`src/cpf_cfg.svh`:
```
// Offsets, field positions, reset values and fixed feature values
// for the port's feature identification register bank.
// Assumes a 32-bit APB bus with byte addresses.
`ifndef CPF_CFG_SVH
`define CPF_CFG_SVH

// ****************************************************************
// Register byte offsets
// ****************************************************************
`define CPF_TX_FEAT_OFS 12'h008
`define CPF_RX_FEAT_OFS 12'h00c
`define CPF_STATUS_OFS 12'h010
`define CPF_DATA_NB_OFS 12'h020
`define CPF_INT_STAT_OFS 12'h024
`define CPF_INT_CLR_OFS 12'h028
`define CPF_INT_EN_OFS 12'h02c

// ****************************************************************
// Receive feature fields
// ****************************************************************
`define CPF_RXF_DEPTH_HI 19
`define CPF_RXF_DEPTH_LO 16
`define CPF_RXF_SZ32_BIT 10
`define CPF_RXF_SZ16_BIT 9
`define CPF_RXF_SZ8_BIT 8
`define CPF_RXF_INT_BIT 1
`define CPF_RXF_PRES_BIT 0

// ****************************************************************
// Fixed feature values of this build
// ****************************************************************
`define CPF_DEPTH_CODE 4'h4
`define CPF_FIFO_BYTES 5'h10
`define CPF_HAS_RX 1'b1
`define CPF_HAS_RX_INT 1'b1
`define CPF_HAS_SZ32 1'b1
`define CPF_HAS_SZ16 1'b0
`define CPF_HAS_SZ8 1'b0
`define CPF_TX_FEAT_VAL 32'h0000_0000
`define CPF_NULL_BYTE 8'h00

// ****************************************************************
// Status and interrupt fields, reset values
// ****************************************************************
`define CPF_ST_FULL_BIT 0
`define CPF_ST_LOST_BIT 1
`define CPF_ST_FILL_LO 4
`define CPF_INT_RECV_BIT 0
`define CPF_INT_LOST_BIT 1
`define CPF_INT_RST 2'h0
`define CPF_BYTES_PER_WORD 2'h3
`define CPF_DATA_RD_MAX 10

`endif

```
`src/cpf_pkg.sv`:
```
// Types shared by the feature register bank and its receive store.
// Assumes cpf_cfg.svh holds the numeric constants.
package cpf_pkg;

    // Data port read sequencer, Gray coded along the read path except the ADDR to DONE step
    typedef enum logic [1:0] {
        CPF_RD_IDLE = 2'b00,
        CPF_RD_ADDR = 2'b01,
        CPF_RD_TAKE = 2'b11,
        CPF_RD_DONE = 2'b10
    } cpf_rd_state_t;

    // Receive store state seen by software
    typedef struct packed {
        logic [4:0] fill;  // Bytes held
        logic lost;        // Byte dropped while full
        logic full;        // Store full
    } cpf_rx_stat_t;

endpackage

```
`src/cpf_rx_mem.sv`:
```
// Receive byte store: 16 bytes, one write port, registered read.
// Assumes the owner keeps the read and write pointers.
`timescale 1ns/1ns
module cpf_rx_mem (
    input wire logic i_clk,          // System clock
    input wire logic i_we,           // Write strobe
    input wire logic [3:0] i_waddr,  // Write address
    input wire logic [7:0] i_wdata,  // Write byte
    input wire logic [3:0] i_raddr,  // Read address
    output logic [7:0] o_rdata       // Read byte, one cycle late
);
    logic [7:0] mem [16];  // Byte storage

    // Write and registered read
    always_ff @(posedge i_clk) begin
        if (i_we) begin
            mem[i_waddr] <= i_wdata;
        end
        o_rdata <= mem[i_raddr];
    end
endmodule

```
`src/cpf_feature_regs.sv`:
```
// Feature identification bank of a communications port, with the
// non-blocking data port read side, status and interrupt registers.
// Assumes an APB master on I_SYS_CLK and a receive byte source on
// the same clock.
`timescale 1ns/1ns
`include "cpf_cfg.svh"
module cpf_feature_regs
    import cpf_pkg::*;
(
    input wire logic I_SYS_CLK,            // 50 MHz clock
    input wire logic I_SYS_RST,            // Sync reset, high
    input wire logic I_PSEL,               // APB select
    input wire logic I_PENABLE,            // APB access phase
    input wire logic I_PWRITE,             // APB write
    input wire logic [11:0] I_PADDR,       // APB byte address
    input wire logic [31:0] I_PWDATA,      // APB write data
    input wire logic I_RX_VALID,           // Received byte strobe
    input wire logic [7:0] I_RX_DATA,      // Received byte
    output logic [31:0] O_PRDATA,          // APB read data
    output logic O_PREADY,                 // APB ready
    output logic O_PSLVERR,                // APB error
    output logic O_IRQ                     // Interrupt, level
);

    // ************************************************************
    // Helpers
    // ************************************************************

    // Builds the receive feature word; absent path zeroes fields
    function automatic logic [31:0] rx_feature(input logic has_rx);
        logic [31:0] w;
        w = 32'h0000_0000;
        if (has_rx) begin
            w[`CPF_RXF_DEPTH_HI:`CPF_RXF_DEPTH_LO] = `CPF_DEPTH_CODE;
            w[`CPF_RXF_SZ32_BIT] = `CPF_HAS_SZ32;
            w[`CPF_RXF_SZ16_BIT] = `CPF_HAS_SZ16;
            w[`CPF_RXF_SZ8_BIT] = `CPF_HAS_SZ8;
            w[`CPF_RXF_INT_BIT] = `CPF_HAS_RX_INT;
            w[`CPF_RXF_PRES_BIT] = 1'b1;
        end
        return w;  // Reserved bits stay zero
    endfunction

    // Matches an address against a register offset
    function automatic logic hit(input logic [11:0] a,
                                 input logic [11:0] ofs);
        return a == ofs;
    endfunction

    // ************************************************************
    // Declarations
    // ************************************************************
    logic setup;                      // APB setup cycle
    logic done;                       // APB transfer completes
    logic data_rd;                    // Setup of a data port read
    logic [4:0] wr_ptr_reg;           // Store write pointer
    logic [4:0] rd_ptr_reg;           // Store read pointer
    cpf_rx_stat_t rx_stat;            // Store state
    logic push;                       // Byte accepted
    logic drop;                       // Byte lost, store full
    logic pop;                        // Byte taken by a read
    logic [7:0] mem_rdata;            // Byte at read pointer
    cpf_rd_state_t rd_state_reg;      // Data read sequencer
    logic [1:0] lane_reg;             // Lane being filled
    logic [2:0] taken_reg;            // Bytes taken this read
    logic [31:0] asm_reg;             // Word being assembled
    logic lost_reg;                   // Lost data flag
    logic [1:0] int_stat_reg;         // Sticky interrupt status
    logic [1:0] int_en_reg;           // Interrupt enables
    logic [1:0] int_clr;              // Clear strobes
    logic [31:0] rd_word;             // Read mux result
    logic rd_ok;                      // Address mapped

    assign setup = I_PSEL && !I_PENABLE;
    assign done = I_PSEL && I_PENABLE && O_PREADY;
    assign data_rd = setup && !I_PWRITE
                     && hit(I_PADDR, `CPF_DATA_NB_OFS);

    // ************************************************************
    // Receive store
    // ************************************************************
    assign rx_stat.fill = wr_ptr_reg - rd_ptr_reg;
    assign rx_stat.full = rx_stat.fill == `CPF_FIFO_BYTES;
    assign rx_stat.lost = lost_reg;
    assign push = I_RX_VALID && !rx_stat.full;
    assign drop = I_RX_VALID && rx_stat.full;
    assign pop = rd_state_reg == CPF_RD_TAKE;

    cpf_rx_mem u_mem (
        .i_clk(I_SYS_CLK),
        .i_we(push),
        .i_waddr(wr_ptr_reg[3:0]),
        .i_wdata(I_RX_DATA),
        .i_raddr(rd_ptr_reg[3:0]),
        .o_rdata(mem_rdata)
    );

    // Pointer upkeep
    always_ff @(posedge I_SYS_CLK) begin
        if (I_SYS_RST) begin
            wr_ptr_reg <= 5'h00;
            rd_ptr_reg <= 5'h00;
        end else begin
            if (push) begin
                wr_ptr_reg <= wr_ptr_reg + 5'h01;
            end
            if (pop) begin
                rd_ptr_reg <= rd_ptr_reg + 5'h01;
            end
        end
    end

    // ************************************************************
    // Data port read sequencer
    // ************************************************************

    // Fills lanes from lowest, oldest byte first
    always_ff @(posedge I_SYS_CLK) begin
        if (I_SYS_RST) begin
            rd_state_reg <= CPF_RD_IDLE;
            lane_reg <= 2'h0;
            taken_reg <= 3'h0;
            asm_reg <= 32'h0000_0000;
        end else begin
            case (rd_state_reg)
                CPF_RD_IDLE: begin
                    // Start on a data port read
                    if (data_rd) begin
                        rd_state_reg <= CPF_RD_ADDR;
                        lane_reg <= 2'h0;
                        taken_reg <= 3'h0;
                    end
                end
                CPF_RD_ADDR: begin
                    // Byte waiting: fetch; else pad with null
                    if (rx_stat.fill != 5'h00) begin
                        rd_state_reg <= CPF_RD_TAKE;
                    end else begin
                        asm_reg[lane_reg*8 +: 8] <= `CPF_NULL_BYTE;
                        lane_reg <= lane_reg + 2'h1;
                        if (lane_reg == `CPF_BYTES_PER_WORD) begin
                            rd_state_reg <= CPF_RD_DONE;
                        end
                    end
                end
                CPF_RD_TAKE: begin
                    // Oldest byte lands in the lowest free lane
                    asm_reg[lane_reg*8 +: 8] <= mem_rdata;
                    lane_reg <= lane_reg + 2'h1;
                    taken_reg <= taken_reg + 3'h1;
                    if (lane_reg == `CPF_BYTES_PER_WORD) begin
                        rd_state_reg <= CPF_RD_DONE;
                    end else begin
                        rd_state_reg <= CPF_RD_ADDR;
                    end
                end
                CPF_RD_DONE: begin
                    rd_state_reg <= CPF_RD_IDLE;
                end
                default: begin
                    rd_state_reg <= CPF_RD_IDLE;
                end
            endcase
        end
    end

    // ************************************************************
    // Register read mux
    // ************************************************************
    always_comb begin
        rd_word = 32'h0000_0000;
        rd_ok = 1'b1;
        if (hit(I_PADDR, `CPF_RX_FEAT_OFS)) begin
            rd_word = rx_feature(`CPF_HAS_RX);
        end else if (hit(I_PADDR, `CPF_TX_FEAT_OFS)) begin
            rd_word = `CPF_TX_FEAT_VAL;
        end else if (hit(I_PADDR, `CPF_STATUS_OFS)) begin
            rd_word[`CPF_ST_FULL_BIT] = rx_stat.full;
            rd_word[`CPF_ST_LOST_BIT] = rx_stat.lost;
            rd_word[`CPF_ST_FILL_LO +: 5] = rx_stat.fill;
        end else if (hit(I_PADDR, `CPF_INT_STAT_OFS)) begin
            rd_word[1:0] = int_stat_reg;
        end else if (hit(I_PADDR, `CPF_INT_EN_OFS)) begin
            rd_word[1:0] = int_en_reg;
        end else if (hit(I_PADDR, `CPF_INT_CLR_OFS)) begin
            rd_word = 32'h0000_0000;  // Write-only, reads zero
        end else begin
            rd_ok = 1'b0;  // Unmapped
        end
    end

    // ************************************************************
    // APB answer
    // ************************************************************

    // Plain registers answer at once; data reads wait for sequencer
    always_ff @(posedge I_SYS_CLK) begin
        if (I_SYS_RST) begin
            O_PREADY <= 1'b0;
            O_PRDATA <= 32'h0000_0000;
            O_PSLVERR <= 1'b0;
        end else if (done) begin
            O_PREADY <= 1'b0;
            O_PSLVERR <= 1'b0;
        end else if (rd_state_reg == CPF_RD_DONE) begin
            O_PREADY <= 1'b1;
            O_PRDATA <= asm_reg;
        end else if (setup && !data_rd) begin
            O_PREADY <= 1'b1;
            O_PRDATA <= I_PWRITE ? 32'h0000_0000 : rd_word;
            // Data port writes are accepted; no transmit path
            O_PSLVERR <= !rd_ok && !hit(I_PADDR, `CPF_DATA_NB_OFS);
        end
    end

    // ************************************************************
    // Status, interrupts
    // ************************************************************
    assign int_clr = (done && I_PWRITE && hit(I_PADDR, `CPF_INT_CLR_OFS))
                     ? I_PWDATA[1:0] : 2'h0;

    // Lost data flag, cleared with its interrupt bit; set wins
    always_ff @(posedge I_SYS_CLK) begin
        if (I_SYS_RST) begin
            lost_reg <= 1'b0;
        end else if (drop) begin
            lost_reg <= 1'b1;
        end else if (int_clr[`CPF_INT_LOST_BIT]) begin
            lost_reg <= 1'b0;
        end
    end

    // Sticky status: set beats clear in the same cycle
    always_ff @(posedge I_SYS_CLK) begin
        if (I_SYS_RST) begin
            int_stat_reg <= `CPF_INT_RST;
        end else begin
            int_stat_reg <= (int_stat_reg & ~int_clr) | {drop, push};
        end
    end

    // Enable register; feature writes touch nothing
    always_ff @(posedge I_SYS_CLK) begin
        if (I_SYS_RST) begin
            int_en_reg <= `CPF_INT_RST;
        end else if (done && I_PWRITE
                     && hit(I_PADDR, `CPF_INT_EN_OFS)) begin
            int_en_reg <= I_PWDATA[1:0];
        end
    end

    // Interrupt output, registered
    always_ff @(posedge I_SYS_CLK) begin
        if (I_SYS_RST) begin
            O_IRQ <= 1'b0;
        end else begin
            O_IRQ <= |(int_stat_reg & int_en_reg);
        end
    end
endmodule

```
`config.mk`:
```
export PLATFORM = sky130hd
export DESIGN_NAME = cpf_feature_regs
export DESIGN_NICKNAME = d
export VERILOG_FILES = /design/src/cpf_pkg.sv /design/src/cpf_rx_mem.sv /design/src/cpf_feature_regs.sv
export VERILOG_INCLUDE_DIRS = /design/src
export SDC_FILE = /design/constraint.sdc
export NUM_CORES = 1
export LEC_CHECK = 0
export ABC_AREA = 1
export BUFFER_PORTS_ARGS = -buffer_cell sky130_fd_sc_hd__buf_2
export CORE_AREA = 10 10 179 148
export DETAILED_ROUTE_END_ITERATION = 8
export DIE_AREA = 0 0 189 158
export GPL_ROUTABILITY_DRIVEN = 1
export PLACE_DENSITY = 0.6
export SLEW_MARGIN = 20
export SYNTH_ARGS = -nofsm -noshare
export SYNTH_HDL_FRONTEND = slang
export SYNTH_SLANG_ARGS = --single-unit
```
`constraint.sdc`:
```
create_clock -name I_SYS_CLK -period 2.8 [get_ports I_SYS_CLK]
set_input_delay 0.14 -clock I_SYS_CLK [delete_from_list [all_inputs] [get_ports I_SYS_CLK]]
set_output_delay 0.14 -clock I_SYS_CLK [all_outputs]
set_load 0.05 [all_outputs]
```
==> impl_metrics.py, run 1 <==
metrics = {
    "clocking": {
        "clk_pin_slew_ns": 0.06,
        "clkSinkCount": 222,
        "cts_tree": "yes",
        "cts_setup_buffers": 0,
        "clock_latency_ns": 0.52,
        "clockBufferDepth": 3,
        "cts-root-buf": "clkbuf_16",
        "cts-buffers-inserted": 24,
        "cts_max_level": 1,
    },
    "global_routing": {
        "track_usage_pct": 15.7,
        "antenna_found_initial": 0,
        "grt_max_degree": 68,
        "use_met3_pct": 2.42,
        "first_global_vias": 6811,
        "busiest_layer": "met1",
        "overflow": 0,
        "met2_usage_pct": 22.5,
        "grt_pass1_wl_um": 38000,
        "use_met1_pct": 24.1,
    },
    "finish": {
        "area_delta_synth_final_pct": 16.5,
        "diodes": 0,
        "layout_commonest_cell": "nand2_1",
        "regArea_um2": 5730,
        "nNetsFinal": 1203,
        "fill_cells": 2173,
        "layout.cells.non_filler": 1454,
        "multi_input_area_um2": 3340,
        "drive_gt1_share_pct": 14.3,
        "largest_reg_flops": 128,
        "final_cell_mix": "203 x nand2_1, 173 x nor2_1, 128 x edfxtp_1, 94 x inv_1, 92 x dfxtp_1",
    },
    "worst_setup_path": {
        "cp_cell_sequence": "inv_1 -> ha_1 -> fa_1 -> nand3b_1 -> nand2_1 -> nand2_1 -> nand2_2 -> nor2_2 -> nor2_4 -> nand2_1 -> nor2_1 -> buf_4",
        "crit_top_cell": "nand2_1",
        "arrival_ns": 2.78,
        "worst_ep_required_time_ns": 3.01,
        "crit_buf_inv": 2,
        "cp-start-kind": "register",
        "cp_slowest_cell": "fa_1",
        "critPathMaxStageDelay_ns": 0.40,
        "endpoint_kind": "register",
        "path_max_fanout": 8,
        "crit_family": "simple AND/OR/NAND/NOR gates",
        "crit_type": "reg2reg",
    },
    "timing": {
        "rsz0062_at_grt": "no",
        "setup_viol": 0,
        "relSlewSlack_pct": 43.1,
        "period_share_pct": 91.8,
        "drv_slew": 0,
        "hold_viol": 0,
        "setup_ws_ns": 0.230,
        "tightest_slew_ns": 0.849,
        "setup_tns_ns": 0,
        "finalCriticalPeriod_ns": 2.57,
        "clock_skew_ns": 0.0181,
        "fmax_ghz": 0.389,
    },
    "die": {
        "die_y_um": 158,
        "die_w_um": 189,
        "initial_core_util_pct": 42.1,
        "core_area_um2": 23000,
        "dieArea_um2": 29900,
        "ios": 93,
        "rows": 50,
    },
    "placement": {
        "post-dp-hpwl_um": 15500,
        "port_buffers": 62,
        "gp_congestion": 0.872,
        "pre_cts_ws_ns": 0.214,
        "placed_cells": 1407,
    },
    "logic_synthesis": {
        "yosysSeqAreaShare_pct": 59.3,
        "ys.flop_type": "edfxtp_1",
        "async_flop_share_pct": 0,
        "syn-num-nets": 1123,
        "synth_top_family_by_area": "simple AND/OR/NAND/NOR gates",
        "synth_cell_types": 37,
        "synthXorXnorAreaFrac_pct": 0.272,
        "syn-instance-count": 1044,
        "netlist_area_um2": 9660,
        "synth_edf_count": 128,
        "synth-compound-area-share_pct": 10.8,
        "yosys.area_share.simple_pct": 20.7,
        "yosys-mux-area-fraction_pct": 0,
        "synth-seq-cells": 222,
        "synth_fa_ha_area_share_pct": 2.80,
        "ys.warnings.count": 0,
        "avgSynthCellArea_um2": 9.25,
    },
    "pwr": {
        "p_per_area_nw_per_um2": 682,
        "power.total_uw": 7670,
        "max-vdd-ir-drop_v": 0.000393,
        "p_leak_uw": 0.00443,
    },
    "drt": {
        "route.vias.total": 7262,
        "drt-initial-drc-count": 605,
        "antenna_left": 0,
        "vias_per_cell": 4.99,
        "dr.pass1.iters": 5,
        "wl_per_cell_um": 16.1,
        "drc": 0,
        "drt_wl_total_um": 23400,
    },
    "hold_path": {
        "hp-class": "in2reg",
    },
    "job": {
        "drv_cap": 0,
    },
    "status": {
        "status": "finished, final reports clean",
    },
}
## cell type report
class                   count  share of cell area [%]
repair buffers            102                    5.61
well taps                 312                    3.47
clock inverters             5                   0.256
multi-input cells         676                    29.7
flip-flops and latches    222                    50.9
clock buffers              39                    6.80
inverters                  98                    3.27
## cells by family (layout without fill, tap and decap cells)
kind of cell | Yosys count | count (layout)
compound gates | 182 | 182
xor+xnor | 3 | 3
fa+ha+maj | 21 | 21
buf+inv | 146 | 244
flops | 222 | 222
simple gates | 470 | 470
## metrics by stage
step                instance area [um2]  utilization [%]  hold WS [ns]
finish                            11200             49.0        0.0254
floorplan                          9660                -         0.239
detailed placement                10400             45.4         0.449
global route                      11200             49.0        0.0224
global placement                  10400             45.4         0.447
CTS                               11200             49.0        0.0132
## cells in the mapped netlist, types with 2 or more instances
master    instances  share of area [%]
nand2_1         203                7.9
nor2_1          173                6.7
edfxtp_1        128                 40
dfxtp_1          94                 19
inv_1            94                3.7
o21ai_0          85                4.4
a21oi_1          46                2.4
clkbuf_1         38                1.5
nand4_1          33                2.1
nand3_1          28                1.5
ha_1             20                2.6
o221ai_1         18                1.6
o211ai_1         14                1.1
o22ai_1          14               0.91
nor3_1           10               0.52
nand2_2           6               0.39
buf_6             5               0.58
nand3_2           5               0.52
nor2_2            4               0.26
buf_2             3               0.16
nor2_4            3               0.35
clkinv_1          2              0.078
inv_2             2              0.078
nor3_2            2               0.21
xor2_1            2               0.18
## final timing paths
kind,startpoint,end,slack [ns],cells past startpoint
setup / recovery,wr_ptr_reg[0],u_mem.mem[6][2],0.23,12
hold / removal,I_RX_DATA[7],u_mem.mem[3][7],0.03,1
setup reg to reg,wr_ptr_reg[0],u_mem.mem[6][2],0.23,12
hold reg to reg,O_PRDATA[14],O_PRDATA[14],0.46,2
## per-layer routing
layer  up-vias  part of all wire (%)
li1       3686                     -
met1      3333                    50
met2       216                    41
met3        27                   7.0
met4         0                   1.6
met5         -                     0
## power breakdown
group | total [uW] | internal [uW] | switching (uW)
clock | 3110 | 1870 | 1240
sequential | 3640 | 3570 | 63.3
combinational | 920 | 274 | 646
total | 7670 | 5710 | 1950
## what timing repair did
| action | in CTS | in global routing |
|---|---|---|
| gates resized for setup | 0 | 1 |
| hold buffers | 3 | 0 |
| endpoints found under the hold margin | 5 | 0 |
| endpoints found under the setup margin | 0 | 125 |
No activity file was read; power rests on OpenSTA's default activity.
==> run 2, diff against run 1 <==
Settings changed: RECOVER_POWER set to 100.
==> impl_metrics.py, run 2 (synthesis results as in run 1) <==
metrics = {
    "status": {
        "status": "finished, final reports clean",
    },
    "timing": {
        "setup_tns_ns": 0,
        "relSlewSlack_pct": 10.2,
        "rsz0062_at_grt": "no",
        "hold_viol": 0,
        "period_share_pct": 93.0,
        "fmax_ghz": 0.384,
        "clock_skew_ns": 0.0192,
        "finalCriticalPeriod_ns": 2.61,
        "tightest_slew_ns": 1.35,
        "drv_slew": 0,
        "setup_viol": 0,
    },
    "global_routing": {
        "antenna_found_initial": 0,
        "track_usage_pct": 15.7,
        "busiest_layer": "met1",
        "overflow": 0,
        "use_met1_pct": 24.1,
        "first_global_vias": 6811,
        "met2_usage_pct": 22.5,
        "grt_max_degree": 68,
        "grt_pass1_wl_um": 38000,
        "use_met3_pct": 2.42,
    },
    "worst_setup_path": {
        "worst_ep_required_time_ns": 3.25,
        "reg2reg_slack_ns": 0.19,
        "path_max_fanout": 67,
        "crit_type": "reg2reg",
        "cp_slowest_cell": "clkbuf_2",
        "crit_buf_inv": 1,
        "cp-start-kind": "register",
        "endpoint_kind": "register",
        "arrival_ns": 3.05,
        "crit_family": "buffers and inverters",
        "cp_cell_sequence": "clkbuf_2 -> o21ai_0 -> o221ai_1 -> o211ai_1 -> nand2_1",
        "critPathMaxStageDelay_ns": 1.03,
    },
    "clocking": {
        "cts_setup_buffers": 0,
        "clockBufferDepth": 3,
        "cts_max_level": 1,
        "cts-buffers-inserted": 24,
        "clk_pin_slew_ns": 0.06,
        "cts-root-buf": "clkbuf_16",
        "clkSinkCount": 222,
        "clock_latency_ns": 0.52,
        "cts_tree": "yes",
    },
    "finish": {
        "final_util_pct": 48.6,
        "diodes": 0,
        "fill_cells": 2197,
        "largest_reg_flops": 128,
        "nNetsFinal": 1203,
        "area_delta_synth_final_pct": 15.5,
        "drive_gt1_share_pct": 9.89,
        "layout_commonest_cell": "nand2_1",
        "final_cell_mix": "205 x nand2_1, 174 x nor2_1, 128 x edfxtp_1, 94 x inv_1, 93 x dfxtp_1",
    },
    "die": {
        "initial_core_util_pct": 42.1,
        "die_w_um": 189,
        "rows": 50,
        "die_y_um": 158,
        "core_area_um2": 23000,
        "dieArea_um2": 29900,
        "ios": 93,
    },
    "drt": {
        "vias_per_cell": 5.02,
        "drc": 0,
        "antenna_left": 0,
        "dr.pass1.iters": 5,
        "route.vias.total": 7293,
        "drt_wl_total_um": 23500,
        "wl_per_cell_um": 16.1,
        "drt-initial-drc-count": 597,
    },
    "hold_path": {
        "hp-class": "in2reg",
    },
    "pwr": {
        "max-vdd-ir-drop_v": 0.000393,
        "p_per_area_nw_per_um2": 686,
        "power.total_uw": 7650,
        "p_leak_uw": 0.00424,
    },
    "job": {
        "drv_cap": 0,
    },
    "placement": {
        "gp_congestion": 0.872,
        "post-dp-hpwl_um": 15500,
        "port_buffers": 62,
    },
}
[run 2: cell types whose count changed in the layout (fill, tap and decap cells not counted), sizes merged]
| cell | previous run | this run |
|---|---|---|
| clkbuf | 39 | 91 |
| buf | 99 | 47 |
[run 2: through the flow]
stage               cell area (um2)  worst slack, ns  hold slack (ns)  cells
floorplan                      9660            0.142            0.239   1044
global placement              10400            0.263            0.447   1407
detailed placement            10400            0.214            0.449   1407
CTS                           11200            0.196           0.0132   1454
global route                  11200          0.00816           0.0857   1454
finish                        11200            0.195           0.0775   1454
[run 2: where the power goes]
group          internal, uW  switching, uW  total, uW
clock                  1870           1240       3110
combinational           263            640        903
sequential             3570           63.9       3640
[run 2: cell type report]
class,instances,area [um2],share of cell area (%)
multi-input cells,676,3310,29.7
flip-flops and latches,222,5730,51.4
well taps,312,390,3.50
clock buffers,39,764,6.86
inverters,98,368,3.30
clock inverters,5,28.8,0.258
repair buffers,102,559,5.02
[run 2: tightest hold or removal path, stage by stage]
cell     delay, ns
buf_2         0.10
inv_1         0.06
nand3_1       0.08
nand4_1       0.10
a21oi_1       0.06
[run 2: path summary, 6_finish.rpt]
path | start | cells past startpoint | to
max | rd_ptr_reg[0] | 5 | u_mem.o_rdata[1]
min | I_PADDR[1] | 5 | O_PSLVERR
max reg2reg | rd_ptr_reg[0] | 5 | u_mem.o_rdata[1]
min reg2reg | O_PRDATA[14] | 2 | O_PRDATA[14]
[run 2: routing by layer]
metal	vias up	wire length [um]
met5	-	0
met4	0	373
met3	29	1620
met2	195	9640
met1	3379	11900
li1	3690	-
[run 2: repair_timing]
item	4_1_cts	5_1_grt
gates resized for setup	0	1
setup endpoints to repair	0	125
hold endpoints to repair	5	0
hold buffers	3	0
